**src/core/nipc_defs.vh**
```
// Constants for the nested interrupt priority controller
`ifndef NIPC_DEFS_VH
`define NIPC_DEFS_VH
// ----------------------------------------
// Sizes
// ----------------------------------------
`define NIPC_NSRC 8
`define NIPC_AW 8
// ----------------------------------------
// Register offsets (byte addresses)
// ----------------------------------------
`define NIPC_OFF_REQ 8'h00
`define NIPC_OFF_MASK 8'h04
`define NIPC_OFF_PRLO 8'h08
`define NIPC_OFF_PRHI 8'h0C
`define NIPC_OFF_PSW 8'h10
`define NIPC_OFF_STAT 8'h14
// ----------------------------------------
// Reset values
// ----------------------------------------
`define NIPC_RST_REQ 8'h00
`define NIPC_RST_MASK 8'hFF
`define NIPC_RST_PR 8'hFF
`define NIPC_RST_PSW 8'h06
// ----------------------------------------
// Status word field positions
// ----------------------------------------
`define NIPC_PSW_ACCEPT 7
`define NIPC_PSW_LVL_HI 2
`define NIPC_PSW_LVL_LO 1
`define NIPC_LVL_NONE 2'h3
`endif

```
**src/core/nipc_ctrl.v**
```verilog
// Nested interrupt priority controller with register port and sequencer handshake
//
// Implementation choices: the register addresses and the plain strobed port.
`timescale 1ns/1ps
`include "nipc_defs.vh"

// What this block does
// - No maskable acknowledge while the accept flag in the status word is clear.
// - Any acknowledge clears the accept flag.
// - The accept-on instruction sets the accept flag.
// - Accept flag set: a level above the in-service level is acknowledged; level 0 also nests on level 0.
// - A level below the in-service level is not acknowledged.
// - Refused requests stay pending and are taken once acceptable.
// - After a return marked hold-type, one program instruction completes before any maskable acknowledge.
// - Nesting compares programmed levels, never the fixed source order.
// - Source level is the high and low priority bit pair; 00 highest, 11 lowest.
// - In-service bits 00 mean level 0 or 1, 01 level 2, 10 level 3.
// - In-service bits 11 mean idle; every level is acceptable with the flag set.
// - Software break always taken; every level is then acceptable until a maskable acknowledge or return from break.
// - Hold-type instructions defer acknowledge until the next instruction completes.
// - Writes to request, mask or priority registers defer acknowledge likewise.
// - A source is a candidate only with request set and mask clear.
// - Acknowledging level code not 00 loads in-service bits with code minus one.
// - Best level wins; ties go to the higher fixed order (lower index).
// - Reset loads the status word with in-service bits set, flag clear.
module nipc_ctrl (
  // Clock and reset
  input wire ref_clk_i,
  input wire rst_b_i,
  // Register port
  input wire [`NIPC_AW-1:0] reg_addr_i,
  input wire [7:0] reg_wdata_i,
  input wire reg_wr_i,
  input wire reg_rd_i,
  output reg [7:0] reg_rdata_o,
  // Peripheral request events
  input wire [`NIPC_NSRC-1:0] req_set_i,
  // Instruction sequencer
  input wire instr_done_i,
  input wire instr_hold_i,
  input wire accept_on_instruction_i,
  input wire accept_off_instruction_i,
  input wire soft_break_i,
  input wire return_from_vectored_i,
  input wire return_from_break_i,
  input wire [7:0] psw_restore_i,
  // Acknowledge to sequencer
  output reg ack_o,
  output reg ack_soft_o,
  output reg [2:0] ack_src_o,
  output reg [7:0] psw_saved_o,
  output reg [7:0] program_status_word_o
);

  // ----------------------------------------
  // Functions
  // ----------------------------------------

  // Level of one source from its high and low priority bits
  function [1:0] src_level;
    input [7:0] hi;
    input [7:0] lo;
    input [2:0] idx;
    begin
      src_level = {hi[idx], lo[idx]};
    end
  endfunction

  // In-service bits to load for an acknowledged level
  function [1:0] lvl_to_isp;
    input [1:0] lvl;
    begin
      if (lvl == 2'h0) begin
        lvl_to_isp = 2'h0;
      end else begin
        lvl_to_isp = lvl - 2'h1;
      end
    end
  endfunction

  // ----------------------------------------
  // State
  // ----------------------------------------
  reg [7:0] request_flag_bank_a;
  reg [7:0] mask_flag_bank_a;
  reg [7:0] priority_low_bits_bank_a;
  reg [7:0] priority_high_bits_bank_a;
  reg soft_active;
  reg defer;
  reg wr_hold;

  wire maskable_accept_flag;
  wire in_service_level_high;
  wire in_service_level_low;
  wire [1:0] isp;
  wire wr_req;
  wire wr_mask;
  wire wr_prlo;
  wire wr_prhi;
  wire wr_psw;
  wire hold_now;
  wire boundary;

  assign maskable_accept_flag = program_status_word_o[`NIPC_PSW_ACCEPT];
  assign in_service_level_high = program_status_word_o[`NIPC_PSW_LVL_HI];
  assign in_service_level_low = program_status_word_o[`NIPC_PSW_LVL_LO];
  assign isp = {in_service_level_high, in_service_level_low};
  assign wr_req = reg_wr_i && (reg_addr_i == `NIPC_OFF_REQ);
  assign wr_mask = reg_wr_i && (reg_addr_i == `NIPC_OFF_MASK);
  assign wr_prlo = reg_wr_i && (reg_addr_i == `NIPC_OFF_PRLO);
  assign wr_prhi = reg_wr_i && (reg_addr_i == `NIPC_OFF_PRHI);
  assign wr_psw = reg_wr_i && (reg_addr_i == `NIPC_OFF_PSW);

  // Completing instruction defers the next decision
  assign hold_now = instr_hold_i | wr_hold | wr_req | wr_mask | wr_prlo | wr_prhi | wr_psw;
  // Decision point: a completed instruction not itself deferred
  assign boundary = instr_done_i && !defer && !hold_now;

  // ----------------------------------------
  // Candidate selection
  // ----------------------------------------
  reg found;
  reg [2:0] best_idx;
  reg [1:0] best_lvl;
  reg [1:0] lvl;
  integer i;

  // Lowest level code wins, lower index wins ties
  // Sources are scanned from index 0 upward, so a tie keeps the earliest source
  always @* begin
    found = 1'b0;
    best_idx = 3'h0;
    best_lvl = `NIPC_LVL_NONE;
    lvl = 2'h0;
    for (i = 0; i < `NIPC_NSRC; i = i + 1) begin
      lvl = src_level(priority_high_bits_bank_a, priority_low_bits_bank_a, i[2:0]);
      if (request_flag_bank_a[i] && !mask_flag_bank_a[i]) begin
        if (!found || (lvl < best_lvl)) begin
          found = 1'b1;
          best_idx = i[2:0];
          best_lvl = lvl;
        end
      end
    end
  end

  // Acceptance of the best candidate
  // The in-service code sits one below the running level, so a level code at or
  // below it is strictly higher priority, except level 0, which may nest on itself;
  // one plain code compare covers both cases and the idle code 11 takes every level
  reg take_mask;
  always @* begin
    take_mask = 1'b0;
    if (found && maskable_accept_flag) begin
      if (soft_active) begin
        take_mask = 1'b1;
      end else if (best_lvl <= isp) begin
        take_mask = 1'b1;
      end
    end
  end

  wire do_soft;
  wire do_mask;
  assign do_soft = soft_break_i;
  assign do_mask = boundary && take_mask && !soft_break_i;

  // ----------------------------------------
  // Deferral tracking
  // ----------------------------------------

  // A register write marks its instruction as hold-type
  // The mark clears on the completion it belongs to; that completion sees it through
  // hold_now first, so the deferral is never lost when both fall in one cycle
  always @(posedge ref_clk_i) begin
    if (!rst_b_i) begin
      wr_hold <= 1'b0;
      defer <= 1'b0;
    end else begin
      if (instr_done_i) begin
        wr_hold <= 1'b0;
      end else if (wr_req | wr_mask | wr_prlo | wr_prhi | wr_psw) begin
        wr_hold <= 1'b1;
      end
      if (instr_done_i) begin
        defer <= hold_now;
      end
    end
  end

  // ----------------------------------------
  // Source registers
  // ----------------------------------------

  // Request flags: hardware set wins over software or acknowledge clear
  // A refused request is never cleared here, so it is taken at a later decision point
  always @(posedge ref_clk_i) begin
    if (!rst_b_i) begin
      request_flag_bank_a <= `NIPC_RST_REQ;
    end else begin
      request_flag_bank_a <= (wr_req ? reg_wdata_i : request_flag_bank_a)
        & ~(do_mask ? (8'h01 << best_idx) : 8'h00)
        | req_set_i;
    end
  end

  // Mask and priority registers
  always @(posedge ref_clk_i) begin
    if (!rst_b_i) begin
      mask_flag_bank_a <= `NIPC_RST_MASK;
      priority_low_bits_bank_a <= `NIPC_RST_PR;
      priority_high_bits_bank_a <= `NIPC_RST_PR;
    end else begin
      if (wr_mask) begin
        mask_flag_bank_a <= reg_wdata_i;
      end
      if (wr_prlo) begin
        priority_low_bits_bank_a <= reg_wdata_i;
      end
      if (wr_prhi) begin
        priority_high_bits_bank_a <= reg_wdata_i;
      end
    end
  end

  // ----------------------------------------
  // Status word
  // ----------------------------------------

  // Return restore beats acknowledge, which beats instructions and writes
  // A return loads a whole saved word, so no flag update may be merged into it
  always @(posedge ref_clk_i) begin
    if (!rst_b_i) begin
      program_status_word_o <= `NIPC_RST_PSW;
      soft_active <= 1'b0;
    end else begin
      if (return_from_vectored_i || return_from_break_i) begin
        program_status_word_o <= psw_restore_i;
      end else if (do_soft) begin
        program_status_word_o[`NIPC_PSW_ACCEPT] <= 1'b0;
      end else if (do_mask) begin
        program_status_word_o[`NIPC_PSW_ACCEPT] <= 1'b0;
        program_status_word_o[`NIPC_PSW_LVL_HI:`NIPC_PSW_LVL_LO] <= lvl_to_isp(best_lvl);
      end else if (accept_on_instruction_i) begin
        program_status_word_o[`NIPC_PSW_ACCEPT] <= 1'b1;
      end else if (accept_off_instruction_i) begin
        program_status_word_o[`NIPC_PSW_ACCEPT] <= 1'b0;
      end else if (wr_psw) begin
        program_status_word_o <= reg_wdata_i;
      end
      if (do_soft) begin
        soft_active <= 1'b1;
      end else if (do_mask || return_from_break_i) begin
        soft_active <= 1'b0;
      end
    end
  end

  // ----------------------------------------
  // Acknowledge outputs
  // ----------------------------------------

  // One-cycle acknowledge with saved status word
  always @(posedge ref_clk_i) begin
    if (!rst_b_i) begin
      ack_o <= 1'b0;
      ack_soft_o <= 1'b0;
      ack_src_o <= 3'h0;
      psw_saved_o <= 8'h00;
    end else begin
      ack_o <= do_soft | do_mask;
      ack_soft_o <= do_soft;
      if (do_mask) begin
        ack_src_o <= best_idx;
      end
      if (do_soft | do_mask) begin
        psw_saved_o <= program_status_word_o;
      end
    end
  end

  // ----------------------------------------
  // Register read port
  // ----------------------------------------

  // Read data stands in the cycle after the strobe only
  // The status byte shows the live decision inputs so software can see why a source waits
  always @(posedge ref_clk_i) begin
    if (!rst_b_i) begin
      reg_rdata_o <= 8'h00;
    end else if (reg_rd_i) begin
      case (reg_addr_i)
        `NIPC_OFF_REQ: reg_rdata_o <= request_flag_bank_a;
        `NIPC_OFF_MASK: reg_rdata_o <= mask_flag_bank_a;
        `NIPC_OFF_PRLO: reg_rdata_o <= priority_low_bits_bank_a;
        `NIPC_OFF_PRHI: reg_rdata_o <= priority_high_bits_bank_a;
        `NIPC_OFF_PSW: reg_rdata_o <= program_status_word_o;
        `NIPC_OFF_STAT: reg_rdata_o <= {4'h0, found, best_idx[2] & found, soft_active, defer};
        default: reg_rdata_o <= 8'h00;
      endcase
    end else begin
      reg_rdata_o <= 8'h00;
    end
  end

endmodule

```
**config.mk**
```make
export PLATFORM = sky130hd
export DESIGN_NAME = nipc_ctrl
export DESIGN_NICKNAME = d
export VERILOG_FILES = /design/src/core/nipc_ctrl.v
export VERILOG_INCLUDE_DIRS = /design/src /design/src/core
export SDC_FILE = /design/constraint.sdc
export NUM_CORES = 1
export LEC_CHECK = 0
export BUFFER_PORTS_ARGS = -buffer_cell sky130_fd_sc_hd__buf_2
export CAP_MARGIN = 20
export CORE_MARGIN = 1
export CORE_UTILIZATION = 50
export CTS_CLUSTER_DIAMETER = 120
export DETAILED_ROUTE_END_ITERATION = 10
export PLACE_DENSITY = 0.71
export RECOVER_POWER = 100
export SKIP_CTS_REPAIR_TIMING = 1
export SLEW_MARGIN = 30
export SYNTH_ARGS = -nofsm -noshare
export SYNTH_HDL_FRONTEND = slang
export SYNTH_SLANG_ARGS = --single-unit
```
**constraint.sdc**
```tcl
create_clock -name ref_clk_i -period 13.2 [get_ports ref_clk_i]
set_input_delay 1.98 -clock ref_clk_i [delete_from_list [all_inputs] [get_ports ref_clk_i]]
set_output_delay 1.98 -clock ref_clk_i [all_outputs]
set_load 0.005 [all_outputs]
```
==> results.txt <==
The run finished, with violations left. The checks that failed: max-capacitance violations, max-slew violations. Summed over its instances, the top area cell type makes up 34.3% of the synthesized netlist area. Row generation in the floorplan step produced 31 rows.

The floorplan step set the die width to 88.5 µm. Total power for the finished layout comes to 437 µW. The tree is rooted in a sky130_fd_sc_hd__clkbuf_8. The standard cell core area was 7250 µm²; the clock latency on the worst-skew pair was 350 ps.

The total area of multi-input combinational cells came out at 2320 µm². Count of routing violations after the opening detailed-route iteration: 261. The final number of max-transition violations is 35. The run gives 0.0429 mV as the peak supply drop. Entering global routing, the biggest net connects 35 pins. The placed wire-length estimate after detailed placement is 8530 µm. Global routing consumed, on the met3 layer, 4.01% of the routing resources.

Relative to the synthesized area, the layout overhead comes to 15.2%. The worst setup path is captured at a flip-flop. The tools report the element type at the critical path start as a flip-flop.

The highest net fanout along the worst path works out to 14. CTS buffer count: 9. The number of nets in the synthesized netlist is 497. Top cell type by total area after synthesis: sky130_fd_sc_hd__dfxtp_1. The initial utilization of the core area, before any placement, comes to 51.5%. In the finished design, the share of the clock period the worst path needs comes to 91.4%.

Global routing consumed, on the met2 layer, 49.9% of the routing resources. Hold timing on the final database bottoms out at a slack of 500 ps. The critical path class is reg -> reg.

The first global-routing pass estimated 18000 µm of wire. In the routed design, unresolved DRC markers number 0. The iteration count of the initial detailed-routing pass was 5; the total setup violations reported at the end of the flow was 0.

The logs give 1 for the max-capacitance violation count and 72 for the I/O pin total. For the worst flop-to-flop path, the logic depth is 53. For the final routed database, the setup TNS stands at 0 ps. Setup slack closes at 1140 ps. The mean cell area of the mapped netlist is 8.40 µm², and the endpoint required time on the critical path is 13390 ps.

Global routing consumed, over all layers together, 31.1% of the routing resources. The most used routing layer is met2. For this run, global-route usage on met1 was measured as 42.9%. The vertical die dimension is 88.5 µm, and the highest achievable clock rate is 82.9 MHz. After detailed routing, the total wire length is 11500 µm.

By count the netlist is led by sky130_fd_sc_hd__nand2_1, sky130_fd_sc_hd__dfxtp_1, sky130_fd_sc_hd__nor2_1. Along the worst hold path, the cell count comes to 2. The final net count is 561, and the worst stage delay on the critical path is 770 ps. The worst pin sits at a relative slew slack of -8.43%.

Global routing finished with a remaining overflow of 0. Yosys mapped a number of flops with a built-in enable equal to 0. Library cell appearing most often on the critical path: sky130_fd_sc_hd__ha_1. The tools report the startpoint of the worst hold path as psw_saved_o[3]. The initial antenna violation count was 0. Setup repair after global routing left no endpoint under its margin.

Register clock-pin slew on the reported worst setup and hold paths: 90 ps. The cell area that synthesis handed to floorplanning was 3740 µm². Cell with the biggest individual delay on the critical path: sky130_fd_sc_hd__nor2b_1. Sequential cells were found to cover 34.3% of the synthesized design area. For this run, the leading register cell type out of synthesis is sky130_fd_sc_hd__dfxtp_1. The number of buffers between clock root and the deepest sink is 2, and the leakage dissipation is 0.00174 µW. The worst register-to-register path begins at mask_flag_bank_a[0].

The routed design could run at a clock period as short as 12060 ps. Summing over every cut layer, the via total after detailed routing is 3723. The number of distinct library cells after synthesis came out at 74. For the arrival time of data at the critical path endpoint, the log shows 12250 ps. For the pin with the worst max-slew slack, the measured transition is 1630 ps.

The die covers 7820 µm². Between clock sinks in the finished design, the worst skew comes to 12.4 ps. The proportion of register bits with asynchronous set or reset after synthesis was 0%; the post-synthesis instance total was 445.

The number of inserted filler cells in the final layout is 710, and the number of warning messages in the yosys log is 0. The tools report the setup slack at placement as 1430 ps. The count of buffers added on input and output ports is 71. The most repeated cell in the gate-level netlist after synthesis is sky130_fd_sc_hd__nand2_1. Clock sink total: 64. Registers take 1280 µm². In the final routed layout, each cell accounts on average for 18.8 µm. By area the synthesized netlist is led by sky130_fd_sc_hd__dfxtp_1, sky130_fd_sc_hd__nand2_1, sky130_fd_sc_hd__mux4_2. Cells with a size suffix above 1 make up 19.1% of the layout. TritonCTS built the clock tree. The count of H-tree levels built during CTS came out at 3.

Worst min-delay path category: reg -> reg. The repair_antennas step left the layout with diodes totalling 0. The count of final hold-check violations is 0. At the end of routability-driven placement, the weighted congestion stood at 0.933. The number of storage elements in the synthesis netlist is 64. Power spread over the standard cell area amounts to 102 nW/µm². The number of global-route vias before repair is 3376. In this run the remaining antenna-violating nets after routing total 0. Launch point of the critical path: mask_flag_bank_a[0]. The average vias per placed instance was 6.07.
## kinds of logic after synthesis
| group | after synthesis | share of synthesized area [%] |
|---|---|---|
| fa+ha+maj | 9 | 3.01 |
| flops | 64 | 34.3 |
| buf+inv | 29 | 3.38 |
| mux | 25 | 9.57 |
| simple gates | 206 | 28.2 |
| compound gates | 112 | 21.5 |
## worst paths after layout
| check | end | slack (ps) |
|---|---|---|
| worst max-delay path | request_flag_bank_a[3] | 1140 |
| worst min-delay path | psw_saved_o[3] | 500 |
| worst max register to register | request_flag_bank_a[3] | 1140 |
| worst min register to register | psw_saved_o[3] | 500 |
## where the power goes
group	internal [µW]	switching [µW]	leakage [µW]
Clock	107	86.7	0.000110
Combinational	17.2	22.0	0.00110
Sequential	199	5.73	0.000524
Total	323	114	0.00174
## area by class of cell
type | instances | share of cell area, %
flip-flops and latches | 64 | 29.8
repair buffers | 73 | 7.65
well taps | 99 | 2.88
clock buffers | 9 | 2.88
multi-input cells | 352 | 53.8
clock inverters | 7 | 2.21
inverters | 9 | 0.785
## cells in the final DEF (no fill, tap or decap), types with 8 or more instances in the layout
| master | count |
|---|---|
| sky130_fd_sc_hd__a21oi_1 | 25 |
| sky130_fd_sc_hd__a22oi_1 | 8 |
| sky130_fd_sc_hd__buf_2 | 44 |
| sky130_fd_sc_hd__clkbuf_1 | 29 |
| sky130_fd_sc_hd__clkbuf_8 | 9 |
| sky130_fd_sc_hd__dfxtp_1 | 64 |
| sky130_fd_sc_hd__ha_1 | 9 |
| sky130_fd_sc_hd__inv_1 | 9 |
| sky130_fd_sc_hd__mux2i_1 | 11 |
| sky130_fd_sc_hd__mux4_2 | 8 |
| sky130_fd_sc_hd__nand2_1 | 69 |
| sky130_fd_sc_hd__nand2b_1 | 10 |
| sky130_fd_sc_hd__nand3_1 | 27 |
| sky130_fd_sc_hd__nor2_1 | 43 |
| sky130_fd_sc_hd__nor2b_1 | 8 |
| sky130_fd_sc_hd__nor3_1 | 11 |
| sky130_fd_sc_hd__o21ai_0 | 15 |
## sequential cells by signal (all words and copies together) (netlist names)
| register | cells |
|---|---|
| psw_saved_o | 8 |
| defer | 1 |
| request_flag_bank_a | 8 |
| priority_low_bits_bank_a | 8 |
| ack_o | 1 |
| ack_soft_o | 1 |
| wr_hold | 1 |
| priority_high_bits_bank_a | 8 |
| soft_active | 1 |
| reg_rdata_o | 8 |
| mask_flag_bank_a | 8 |
| program_status_word_o | 8 |
| ack_src_o | 3 |
## metrics by stage
step	util (%)	cells	instance area, µm²
finish	59.3	613	4300
global route	59.3	613	4300
CTS	60.1	613	4360
detailed placement	57.1	597	4140
global placement	57.1	597	4140
floorplan	-	445	3740
## routing by layer
metal  part of all wire (%)  wire [µm]
met2                     46       5300
met3                    7.4        855
met4                    2.5        290
met1                     44       5100
met5                      0          0
## critical path, delay by kind of cell (launching register included)
| family | cells | cell delay [ps] |
|---|---|---|
| flip-flops | 1 | 410 |
| AND/OR/NAND/NOR | 20 | 4110 |
| AO/OA/AOI/OAI | 25 | 5130 |
| adder cells (fa/ha/maj) | 8 | 2220 |
No activity file was read; power rests on OpenSTA's default activity.
